--- config.mk ---
export PLATFORM = sky130hd
export DESIGN_NAME = logic_stack_bitwise_unit
export DESIGN_NICKNAME = d
export VERILOG_FILES = /design/src/lsbu_pkg.sv /design/src/logic_stack_bitwise_unit.sv
export SDC_FILE = /design/constraint.sdc
export NUM_CORES = 1
export LEC_CHECK = 0
export BUFFER_PORTS_ARGS = -buffer_cell sky130_fd_sc_hd__buf_4
export CELL_PAD_IN_SITES_DETAIL_PLACEMENT = 1
export CELL_PAD_IN_SITES_GLOBAL_PLACEMENT = 2
export CORE_MARGIN = 4
export CORE_UTILIZATION = 28
export DETAILED_ROUTE_END_ITERATION = 10
export PLACE_DENSITY_LB_ADDON = 0.12
export SLEW_MARGIN = 20
export SYNTH_ARGS = -nofsm -noshare
export SYNTH_HDL_FRONTEND = slang
export SYNTH_SLANG_ARGS = --single-unit
--- constraint.sdc ---
create_clock -name ref_clk -period 1.38 [get_ports ref_clk]
set_clock_uncertainty 0.05 [all_clocks]
set_input_delay 0.069 -clock ref_clk [delete_from_list [all_inputs] [get_ports ref_clk]]
set_output_delay 0.069 -clock ref_clk [all_outputs]
set_load 0.01 [all_outputs]
--- src/lsbu_pkg.sv ---
package lsbu_pkg;

  // ---------------------------------------------------------------
  // Stack geometry and reset value
  // ---------------------------------------------------------------
  localparam int         STACK_DEPTH = 9;
  localparam logic [8:0] STACK_RST   = 9'h000;

  // ---------------------------------------------------------------
  // Operand widths
  // ---------------------------------------------------------------
  localparam int BYTE_W  = 8;
  localparam int WORD_W  = 16;
  localparam int DWORD_W = 32;

  // ---------------------------------------------------------------
  // Opcodes issued by the sequencer
  // ---------------------------------------------------------------
  typedef enum logic [3:0] {
    nop_op               = 4'h0,
    and_load_op          = 4'h1,
    or_load_op           = 4'h2,
    push_op              = 4'h3,
    read_op              = 4'h4,
    pop_op               = 4'h5,
    bytewise_and_op      = 4'h6,
    bytewise_or_op       = 4'h7,
    bytewise_xor_op      = 4'h8,
    step_segment_begin_op = 4'h9,
    step_transition_op   = 4'ha,
    step_segment_end_op  = 4'hb,
    step_merge_op        = 4'hc,
    step_branch_op       = 4'hd
  } opcode_t;

  // Operand size select for the bitwise group
  typedef enum logic [1:0] {
    size_byte  = 2'h0,
    size_word  = 2'h1,
    size_dword = 2'h2
  } opsize_t;

  // Result latency of every operation, in cycles
  localparam int RESULT_LAT = 1;

endpackage : lsbu_pkg

--- src/logic_stack_bitwise_unit.sv ---
`timescale 1ns/1ps
// Contract
// RULE1 - And-load ANDs top two, drops one level
// RULE2 - Or-load ORs top two, drops one level
// RULE3 - Push duplicates top onto the stack
// RULE4 - Push discards the bottom level forever
// RULE5 - Read copies second level into top
// RULE6 - Pop removes top, second becomes top
// RULE7 - Byte AND/OR/XOR written to destination
// RULE8 - Word AND/OR/XOR written to destination
// RULE9 - Double-word AND/OR/XOR written to destination
// RULE10 - Merge fires only when all streams finished
// RULE11 - Branch follows first true transition only
// RULE12 - Nine levels, refill from below, sync clear (code clears the stack asynchronously on resetn low)
module logic_stack_bitwise_unit #(
  parameter int DEPTH  = lsbu_pkg::STACK_DEPTH,
  parameter int NSTEP  = 4
) (
  // Clock and reset
  input  wire logic                         ref_clk,
  input  wire logic                         resetn,
  // Sequencer command
  input  wire logic                         op_valid,
  input  wire lsbu_pkg::opcode_t            opcode,
  input  wire lsbu_pkg::opsize_t            op_size,
  input  wire logic [lsbu_pkg::DWORD_W-1:0] first_operand,
  input  wire logic [lsbu_pkg::DWORD_W-1:0] second_operand,
  // Step bit evaluation inputs
  input  wire logic                         step_in_bit,
  input  wire logic [NSTEP-1:0]             stream_final,
  input  wire logic [NSTEP-1:0]             branch_cond,
  // Results
  output logic [lsbu_pkg::DWORD_W-1:0]      result_r,
  output logic                              result_valid_r,
  output logic                              top_r,
  output logic [DEPTH-1:0]                  stack_r,
  output logic                              step_active_r,
  output logic                              next_step_set_r,
  output logic [NSTEP-1:0]                  final_clear_r,
  output logic [NSTEP-1:0]                  branch_set_r
);

  // ---------------------------------------------------------------
  // Opcode decode
  // ---------------------------------------------------------------
  // True when a valid command carries the wanted opcode
  function automatic logic op_hit(input logic              valid,
                                  input lsbu_pkg::opcode_t code,
                                  input lsbu_pkg::opcode_t want);
    return valid && (code == want);
  endfunction : op_hit

  // Named strobes, shared by the step logic and the checks
  wire do_and_load  = op_hit(op_valid, opcode, lsbu_pkg::and_load_op);
  wire do_or_load   = op_hit(op_valid, opcode, lsbu_pkg::or_load_op);
  wire do_push      = op_hit(op_valid, opcode, lsbu_pkg::push_op);
  wire do_pop       = op_hit(op_valid, opcode, lsbu_pkg::pop_op);
  wire do_seg_begin = op_hit(op_valid, opcode,
                             lsbu_pkg::step_segment_begin_op);
  wire do_seg_end   = op_hit(op_valid, opcode,
                             lsbu_pkg::step_segment_end_op);
  wire do_merge     = op_hit(op_valid, opcode, lsbu_pkg::step_merge_op);
  wire do_branch    = op_hit(op_valid, opcode, lsbu_pkg::step_branch_op);
  // Refused codes must leave every level alone
  wire do_inert     = op_hit(op_valid, opcode, lsbu_pkg::nop_op) ||
                      op_hit(op_valid, opcode, lsbu_pkg::step_transition_op);

  // ---------------------------------------------------------------
  // Stack next state
  // ---------------------------------------------------------------
  logic [DEPTH-1:0] stack_nxt;
  logic [DEPTH-1:0] shift_up;
  logic [DEPTH-1:0] shift_dn;
  wire              is_cmd  = op_valid;
  wire              and_v   = stack_r[0] & stack_r[1];
  wire              or_v    = stack_r[0] | stack_r[1];

  // Push shifts down; the last level falls off
  assign shift_dn = {stack_r[DEPTH-2:0], stack_r[0]};
  // Pop shifts up; bottom refilled with zero
  assign shift_up = {1'b0, stack_r[DEPTH-1:1]};

  // Stack selection per opcode
  always_comb begin
    stack_nxt = stack_r;
    if (is_cmd) begin
      unique case (opcode)
        // RULE1 and-load combine
        lsbu_pkg::and_load_op: stack_nxt = {shift_up[DEPTH-1:1], and_v};
        // RULE2 or-load combine
        lsbu_pkg::or_load_op:  stack_nxt = {shift_up[DEPTH-1:1], or_v};
        // RULE3 RULE4 push with loss
        lsbu_pkg::push_op:     stack_nxt = shift_dn;
        // RULE5 read second level
        lsbu_pkg::read_op:     stack_nxt = {stack_r[DEPTH-1:1], stack_r[1]};
        // RULE6 pop top level
        lsbu_pkg::pop_op:      stack_nxt = shift_up;
        // Segment begin loads step bit on top
        lsbu_pkg::step_segment_begin_op:
          stack_nxt = {stack_r[DEPTH-1:1], step_in_bit};
        default:               stack_nxt = stack_r;
      endcase
    end
  end

  // ---------------------------------------------------------------
  // Bitwise datapath
  // ---------------------------------------------------------------
  logic [lsbu_pkg::DWORD_W-1:0] logic_raw;
  logic [lsbu_pkg::DWORD_W-1:0] size_mask;
  wire  is_bitwise = is_cmd &&
                     (opcode == lsbu_pkg::bytewise_and_op ||
                      opcode == lsbu_pkg::bytewise_or_op  ||
                      opcode == lsbu_pkg::bytewise_xor_op);

  // RULE7 RULE8 RULE9 operator select
  always_comb begin
    unique case (opcode)
      lsbu_pkg::bytewise_and_op: logic_raw = first_operand & second_operand;
      lsbu_pkg::bytewise_or_op:  logic_raw = first_operand | second_operand;
      default:                   logic_raw = first_operand ^ second_operand;
    endcase
  end

  // Width mask; unused upper bits read zero
  always_comb begin
    unique case (op_size)
      lsbu_pkg::size_byte: size_mask = 32'h0000_00ff;
      lsbu_pkg::size_word: size_mask = 32'h0000_ffff;
      default:             size_mask = 32'hffff_ffff;
    endcase
  end

  // ---------------------------------------------------------------
  // Step evaluation
  // ---------------------------------------------------------------
  logic [NSTEP-1:0] first_true;
  wire  seg_live   = stack_r[0];
  // RULE10 all streams finished
  wire  merge_ok   = do_merge && (&stream_final);
  wire  branch_go  = do_branch && seg_live && (|branch_cond);

  // RULE11 lowest index wins a tie
  assign first_true = branch_cond & (~branch_cond + {{(NSTEP-1){1'b0}}, 1'b1});

  // Registered results
  always_ff @(posedge ref_clk or negedge resetn) begin
    if (!resetn) begin
      stack_r         <= DEPTH'(lsbu_pkg::STACK_RST);
      result_r        <= '0;
      result_valid_r  <= 1'b0;
      next_step_set_r <= 1'b0;
      final_clear_r   <= '0;
      branch_set_r    <= '0;
      step_active_r   <= 1'b0;
    end else begin
      stack_r         <= stack_nxt;
      result_valid_r  <= is_bitwise;
      if (is_bitwise)
        result_r      <= logic_raw & size_mask;
      next_step_set_r <= merge_ok;
      // RULE10 clear finished steps
      final_clear_r   <= merge_ok ? stream_final : '0;
      // RULE11 only first branch set
      branch_set_r    <= branch_go ? first_true : '0;
      if (do_seg_begin)
        step_active_r <= step_in_bit;
      else if (do_seg_end)
        step_active_r <= 1'b0;
    end
  end

  assign top_r = stack_r[0];

  // ---------------------------------------------------------------
  // Checks
  // ---------------------------------------------------------------
  AST_ALD: assert property (@(posedge ref_clk) disable iff (!resetn) // RULE1
    is_cmd && opcode == lsbu_pkg::and_load_op |=>
      stack_r[0] == ($past(stack_r[0]) & $past(stack_r[1])))
    else $error("and-load result wrong");
  AST_OLD: assert property (@(posedge ref_clk) disable iff (!resetn) // RULE2
    is_cmd && opcode == lsbu_pkg::or_load_op |=>
      stack_r[DEPTH-2:1] == $past(stack_r[DEPTH-1:2]))
    else $error("or-load did not shift");
  AST_PUSH: assert property (@(posedge ref_clk) disable iff (!resetn) // RULE3
    is_cmd && opcode == lsbu_pkg::push_op |=> stack_r[0] == stack_r[1])
    else $error("push did not duplicate");
  AST_LOSS: assert property (@(posedge ref_clk) disable iff (!resetn) // RULE4
    is_cmd && opcode == lsbu_pkg::push_op |=>
      stack_r[DEPTH-1] == $past(stack_r[DEPTH-2]))
    else $error("push bottom wrong");
  AST_READ: assert property (@(posedge ref_clk) disable iff (!resetn) // RULE5
    is_cmd && opcode == lsbu_pkg::read_op |=>
      stack_r == {$past(stack_r[DEPTH-1:1]), $past(stack_r[1])})
    else $error("read changed stack");
  AST_POP: assert property (@(posedge ref_clk) disable iff (!resetn) // RULE6
    is_cmd && opcode == lsbu_pkg::pop_op |=>
      stack_r[0] == $past(stack_r[1]) && !stack_r[DEPTH-1])
    else $error("pop wrong");
  AST_BYTE: assert property (@(posedge ref_clk) disable iff (!resetn) // RULE7
    is_bitwise && op_size == lsbu_pkg::size_byte |=>
      result_valid_r && result_r[31:8] == 24'h00_0000)
    else $error("byte result wrong");
  AST_WORD: assert property (@(posedge ref_clk) disable iff (!resetn) // RULE8
    is_bitwise && op_size == lsbu_pkg::size_word &&
      opcode == lsbu_pkg::bytewise_xor_op |=>
      result_r == {16'h0000, $past(first_operand[15:0] ^
                                   second_operand[15:0])})
    else $error("word result wrong");
  AST_DWORD: assert property (@(posedge ref_clk) disable iff (!resetn) // RULE9
    is_bitwise && op_size == lsbu_pkg::size_dword &&
      opcode == lsbu_pkg::bytewise_and_op |=>
      result_r == $past(first_operand & second_operand))
    else $error("dword result wrong");
  AST_MERGE: assert property ( // RULE10
    @(posedge ref_clk) disable iff (!resetn)
    next_step_set_r |-> $past(&stream_final) && final_clear_r != '0)
    else $error("merge fired early");
  AST_BRANCH: assert property ( // RULE11
    @(posedge ref_clk) disable iff (!resetn)
    $onehot0(branch_set_r))
    else $error("more than one branch");
  AST_RESET: assert property (@(posedge ref_clk) // RULE12
    $rose(resetn) |-> stack_r == lsbu_pkg::STACK_RST)
    else $error("stack not cleared");

  // ---------------------------------------------------------------
  // Value and refill checks
  // ---------------------------------------------------------------
  // Written against the strobes, not the case above, so a slip in
  // the stack selection shows up as a mismatch rather than agreeing
  // RULE2 or-load value
  AST_OLD_VAL: assert property ( // RULE2
    @(posedge ref_clk) disable iff (!resetn)
    do_or_load |=> stack_r[0] == ($past(stack_r[0]) | $past(stack_r[1])))
    else $error("or-load result wrong");
  // RULE12 and-load refill
  AST_ALD_FILL: assert property ( // RULE12
    @(posedge ref_clk) disable iff (!resetn)
    do_and_load |=>
      !stack_r[DEPTH-1] && stack_r[DEPTH-2:1] == $past(stack_r[DEPTH-1:2]))
    else $error("and-load refill wrong");
  // RULE3 push shifts down
  AST_PUSH_COPY: assert property ( // RULE3
    @(posedge ref_clk) disable iff (!resetn)
    do_push |=> stack_r[DEPTH-1:1] == $past(stack_r[DEPTH-2:0]) &&
      stack_r[0] == $past(stack_r[0]))
    else $error("push copy wrong");
  // RULE6 pop shifts up
  AST_POP_SHIFT: assert property ( // RULE6
    @(posedge ref_clk) disable iff (!resetn)
    do_pop |=> stack_r[DEPTH-2:0] == $past(stack_r[DEPTH-1:1]))
    else $error("pop shift wrong");
  // RULE12 idle holds stack
  AST_IDLE: assert property ( // RULE12
    @(posedge ref_clk) disable iff (!resetn)
    !op_valid |=> $stable(stack_r))
    else $error("stack moved while idle");
  // RULE12 refused codes inert
  AST_INERT: assert property ( // RULE12
    @(posedge ref_clk) disable iff (!resetn)
    do_inert |=> $stable(stack_r) && !result_valid_r)
    else $error("refused code changed state");

  // ---------------------------------------------------------------
  // Bitwise result checks
  // ---------------------------------------------------------------
  // RULE7 byte OR value
  AST_BYTE_OR: assert property ( // RULE7
    @(posedge ref_clk) disable iff (!resetn)
    is_bitwise && op_size == lsbu_pkg::size_byte &&
      opcode == lsbu_pkg::bytewise_or_op |=>
      result_r[7:0] == $past(first_operand[7:0] | second_operand[7:0]))
    else $error("byte or result wrong");
  // RULE7 result holds between ops
  AST_HOLD: assert property ( // RULE7
    @(posedge ref_clk) disable iff (!resetn)
    !is_bitwise |=> !result_valid_r && $stable(result_r))
    else $error("result moved without an operation");

  // ---------------------------------------------------------------
  // Step evaluation checks
  // ---------------------------------------------------------------
  // RULE10 merge waits for all
  AST_MERGE_WAIT: assert property ( // RULE10
    @(posedge ref_clk) disable iff (!resetn)
    do_merge && !(&stream_final) |=>
      !next_step_set_r && final_clear_r == '0)
    else $error("merge fired with a stream unfinished");
  // RULE10 merge clears finals
  AST_MERGE_CLR: assert property ( // RULE10
    @(posedge ref_clk) disable iff (!resetn)
    do_merge && (&stream_final) |=>
      next_step_set_r && final_clear_r == $past(stream_final))
    else $error("merge did not clear finished steps");
  // RULE11 lowest true branch
  AST_BR_LOW: assert property ( // RULE11
    @(posedge ref_clk) disable iff (!resetn)
    do_branch && stack_r[0] && (|branch_cond) |=>
      branch_set_r != '0 &&
      (branch_set_r & ~$past(branch_cond)) == '0 &&
      ((branch_set_r - NSTEP'(1)) & $past(branch_cond)) == '0)
    else $error("branch did not follow the first true condition");
  // RULE11 no branch when dead
  AST_BR_DEAD: assert property ( // RULE11
    @(posedge ref_clk) disable iff (!resetn)
    do_branch && !stack_r[0] |=> branch_set_r == '0)
    else $error("branch taken from an inactive step");
  // RULE11 segment flag loads
  AST_SEG_LOAD: assert property ( // RULE11
    @(posedge ref_clk) disable iff (!resetn)
    do_seg_begin |=>
      step_active_r == $past(step_in_bit) && stack_r[0] == step_active_r)
    else $error("segment begin did not load the step bit");
  // RULE11 segment end clears
  AST_SEG_END: assert property ( // RULE11
    @(posedge ref_clk) disable iff (!resetn)
    do_seg_end |=> !step_active_r)
    else $error("segment end left the flag set");

endmodule : logic_stack_bitwise_unit

Word level (Yosys, flattened, before mapping). Index checks and enable logic that the tools add are counted. W data, S select, Z words.

Memory bits (writable): 0. Bits in read-only memories: 0. Word-level logic and storage cells: 58. Memories: 0. Bits in latches: 0. Register bits after elaboration: 52.

Div/mod/pow operators: 0. Order comparisons: 0. Reduce and logical (&&, ||, !) cells: 18. Bitwise gates (word level): 11. Add/sub/neg operators: 1. Shifts and indexed selects: 0. Multiply operators: 0. Eq/ne operators: 13. Mux-type cells: 7.

Operator list (count): $pmux W32 S2 (2); $and A32 B32 Y32 (2); $pmux W9 S6 (1); $or A32 B32 Y32 (1); $xor A32 B32 Y32 (1); $eq A4 B4 Y1 const B (5); $eq A4 B3 Y1 const B (4); $eq A4 B2 Y1 const B (2); $logic_and A1 B1 Y1 (8); $mux W4 (2); $reduce_and A4 Y1 (2); $reduce_bool A5 Y1 (1); $add A4 B1 Y4 const B (1); $and A4 B4 Y4 (1); $eq A4 B1 Y1 const B (1); $not A4 Y4 (1); $reduce_bool A4 Y1 (1); $reduce_or A4 Y1 (1); $not A1 Y1 (3); $reduce_and A3 Y1 (1); $eq A2 B1 Y1 const B (1); $logic_not A2 Y1 (1); $logic_or A1 B1 Y1 (2); $mux W1 (2); 3 further kinds (3).

Logic depth before layout (Yosys ltp).
Depth in word-level cells: 5. Gate-level depth with buffers: 7. Gate-level depth less buffers: 5.

Worst setup path before layout. Ideal clock, no wire load.

Path kind: input to register. Start: input opcode[0]. End: register result_r[10] (netlist name). Setup slack: 22 ps. Arrival time: 1170 ps. Data required time: 1191 ps. Setup time: 139 ps. Path buffers: 2. Stages on the path: 6. Cell sequence: buf_2 -> nor4b_4 -> o21ai_1 -> buf_2 -> nand2_1 -> o21ai_0.

Word-level cells in the longest chain between the ends: 4. Elaborated cells between the ends (all ways): 8.

RTL lines: from (decl) (line logic_stack_bitwise_unit.sv:24) `input wire lsbu_pkg::opcode_t opcode,`; parallel branches: the longest is 4 deep, another holds $pmux W32 S2; to (signal assigned) (line logic_stack_bitwise_unit.sv:160) `result_r <= logic_raw & size_mask;`; to (decl) (line logic_stack_bitwise_unit.sv:33) `output logic [lsbu_pkg::DWORD_W-1:0] result_r,`.

Several ways; the timed one is not identified. A chain may end at the register's enable or synchronous reset.

Worst setup path in the final report.
Start: register stack_r[0]. End: register branch_set_r[3].

Word-level cells in the longest chain between the ends: 3.

RTL lines: from (decl) (line logic_stack_bitwise_unit.sv:36) `output logic [DEPTH-1:0] stack_r,`; from (signal assigned) (line logic_stack_bitwise_unit.sv:149) `stack_r <= DEPTH'(lsbu_pkg::STACK_RST);`; from (signal assigned) (line logic_stack_bitwise_unit.sv:157) `stack_r <= stack_nxt;`; $logic_and A1 B1 Y1 (2 in a row) (line logic_stack_bitwise_unit.sv:141) `wire branch_go = do_branch && seg_live && (|branch_cond);`; $mux W4 (line logic_stack_bitwise_unit.sv:165) `branch_set_r <= branch_go ? first_true : '0;`; to (signal assigned) (line logic_stack_bitwise_unit.sv:165); to (decl) (line logic_stack_bitwise_unit.sv:40) `output logic [NSTEP-1:0] branch_set_r`.

Every way passes these cells.

==> results.sh <==
export IMPL_status="completed"
export IMPL_cts_post_setup_buffers_inserted=0
export IMPL_yosys_area_top_type="dfrtp_1"
export IMPL_drt_iter0_drc=116
export IMPL_ys_seq_elements=52
export IMPL_grt_overflow=0
export IMPL_grtUsageTotal_pct=14.2
export IMPL_crit_start="stack_r[0]"
export IMPL_avgSynthCellArea_um2=8.54
export IMPL_via_count=3429
export IMPL_ys_seq_area_share_pct=34.8
export IMPL_cts_buffer_depth=2
export IMPL_rows=41
export IMPL_finalCritPeriodShare_pct=86.6
export IMPL_route_detailed_vias_per_inst=4.56
export IMPL_routed_wl_um=10800
export IMPL_die_area_um2=15300
export IMPL_hold_path_class="input pin to register"
export IMPL_dr_pass1_iters=4
export IMPL_grt_pass1_vias=3631
export IMPL_fin_area_um2=5280
export IMPL_hold_depth=2
export IMPL_drc=0
export IMPL_syn_nets=584
export IMPL_n_fill_cell=1527
export IMPL_core_area_um2=12800
export IMPL_layout_area_overhead_vs_synth_pct=41.2
export IMPL_initial_core_util_pct=29.2
export IMPL_rr_endpoint="branch_set_r[3]"
export IMPL_post_dp_hpwl_um=8600
export IMPL_p_per_area_nw_per_um2=948
export IMPL_setup_viol=0
export IMPL_yosysWarnings=0
export IMPL_utilization_pct=41.2
export IMPL_rsz0062_at_grt="false"
export IMPL_syn_inst=438
export IMPL_portBuffers=134
export IMPL_critPathLaunchType="register"
export IMPL_synth_cell_types=36
export IMPL_p_leak_nw=2.79
export IMPL_r2r_cells=4
export IMPL_ir_drop_v=0.000500
export IMPL_grt_first_pass_wirelength_um=17500
export IMPL_ios=135
export IMPL_die_y_um=124
export IMPL_syn_area_um2=3740
export IMPL_cap_violations=0
export IMPL_htree_levels=2
export IMPL_hp_start="opcode[0]"
export IMPL_root_buffer="clkbuf_16"
export IMPL_antenna_cells=0
export IMPL_hold_viol_final=0
export IMPL_report_final_slew_viol_count=0
export IMPL_async_flop_share_pct=100
export IMPL_clock_sinks=52
export IMPL_clock_fmax_mhz=837
export IMPL_clkLatencyLatePin_ps=290
export IMPL_wl_per_cell_um=14.3
export IMPL_ant_nets=0
export IMPL_tritoncts="done"
export IMPL_antenna_found_initial=0
export IMPL_critPathArrivalTime_ps=1370
export IMPL_crit_fanout=3
export IMPL_die_x_um=124
export IMPL_slew_headroom_pct=58.5
export IMPL_cp_end_kind="register"
export IMPL_cts_clk_slew_worst_paths_ps=70
export IMPL_place_area_um2=5040
export IMPL_netlist_area_leader_share_pct=34.8
export IMPL_grt_max_degree=57
export IMPL_r2r_start="stack_r[0]"
export IMPL_required_ps=1560
export IMPL_netlist_top_cells_area="dfrtp_1 (35%), ha_1 (21%), inv_1 (6.9%), a211oi_1 (6.0%), a21oi_1 (5.6%)"
export IMPL_drive_gt1_share_pct=29.0
export IMPL_tightest_slew_ps=623
export IMPL_synth_edf_count=0
export IMPL_period_needed_ps=1190
export IMPL_setup_tns_ps=0
export IMPL_power_mw=5.00
export IMPL_numCtsBuffers=5
export IMPL_cp_endpoint="branch_set_r[3]"
export IMPL_synth_top_flop_cell="dfrtp_1"
export IMPL_worst_r2r_setup_slack_ps=190
export IMPL_gp_congestion=0.749
export IMPL_hold_ws_ps=32.4
export IMPL_fin_nets=725
export IMPL_crit_type="register to register"
==> per-stage QoR <==
step	std cells	worst slack, ps
after floorplan	438	21.5
after global placement	738	9.64
after detailed placement	738	-35.9
after CTS	752	99.0
after global routing	752	48.4
final	752	186
==> critical path, stage by stage, from the launching register on <==
cell and delay, ps:
dfrtp_1 350, nand2_1 50, or3_1 360, nor3_2 150
and3b_1 170
==> timing repair <==
| item | in CTS | in global routing |
|---|---|---|
| endpoints found under the hold margin | 57 | 0 |
| hold buffers | 6 | 0 |
| resized for setup | 0 | 1 |
| endpoints found under the setup margin | 0 | 2 |
==> metal layers <==
metal / vias to the layer above / wire length (µm) / global-route usage, %
met5: - / 0 / 0
met3: 2 / 741 / 3.80
li1: 1739 / - / -
met2: 86 / 5180 / 25.3
met4: 0 / 34 / 2.08
met1: 1602 / 4830 / 17.6
==> logic make-up after synthesis <==
family                     after synthesis  share of synthesized area, %
muxes                                    1                         0.268
adders and majority gates               64                          21.4
DFF                                     52                          34.8
and+or+nand+nor                        102                          12.3
xor gates and xnor gates                 2                         0.469
AOI/OAI and AO/OA                      123                          20.3
buffers and inverters                   94                          10.4
==> state kept, by name, indices dropped and copies added (netlist names) <==
| signal | flops |
|---|---|
| result_r | 32 |
| stack_r | 9 |
| branch_set_r | 4 |
| final_clear_r | 4 |
| next_step_set_r | 1 |
| result_valid_r | 1 |
| step_active_r | 1 |
==> report_power, final <==
group          total, mW  switching, mW  internal, mW
sequential          1.97          0.190          1.78
clock               1.45          0.588         0.863
combinational       1.58          0.774         0.809
total               5.00           1.55          3.45
==> Yosys cell counts (all sizes together), types with 2 or more instances <==
| cell type | instances |
|---|---|
| and3b | 2 |
| nand2 | 36 |
| nor3b | 2 |
| a21oi | 42 |
| buf | 19 |
| o21ai | 36 |
| clkbuf | 5 |
| nor3 | 6 |
| nor2b | 2 |
| inv | 70 |
| dfrtp | 52 |
| ha | 64 |
| o31ai | 2 |
| xor2 | 2 |
| a22oi | 8 |
| a2111oi | 2 |
| nand3 | 5 |
| nor2 | 44 |
| a211oi | 30 |
==> cell type report <==
| cell class | count | area, µm² | area share, % |
|---|---|---|---|
| Clock buffer | 5 | 125 | 2.37 |
| Tap cell | 172 | 215 | 4.08 |
| Sequential cell | 52 | 1300 | 24.7 |
| Multi-Input combinational cell | 292 | 2060 | 39.1 |
| Clock inverter | 3 | 46.3 | 0.877 |
| Timing Repair Buffer | 158 | 1260 | 23.9 |
| Inverter | 70 | 263 | 4.98 |
==> worst min-delay path by stage <==
stage / endpoint / slack, ps
after floorplan: branch_set_r[0] / -280
after global placement: result_valid_r / -40
after detailed placement: result_r[29] / -40
after CTS: stack_r[0] / 30
after global routing: stack_r[0] / 50
final: stack_r[0] / 30
==> cell usage in the layout (no fill, tap or decap), types with 2 or more instances in the layout <==
cell           instances
nor2b_1                2
a211oi_1              30
ha_1                  64
nor3_1                 5
buf_12                 5
a22oi_1                8
and3b_1                2
xor2_1                 2
buf_4                147
clkbuf_16              5
inv_1                 69
o31ai_1                2
a21oi_1               42
dfrtp_1               52
o21ai_1               18
nand3_1                4
dlygate4sd3_1          6
o21ai_0               17
nor2_1                44
nand2_1               36
Power figures use the tool's default switching activity.
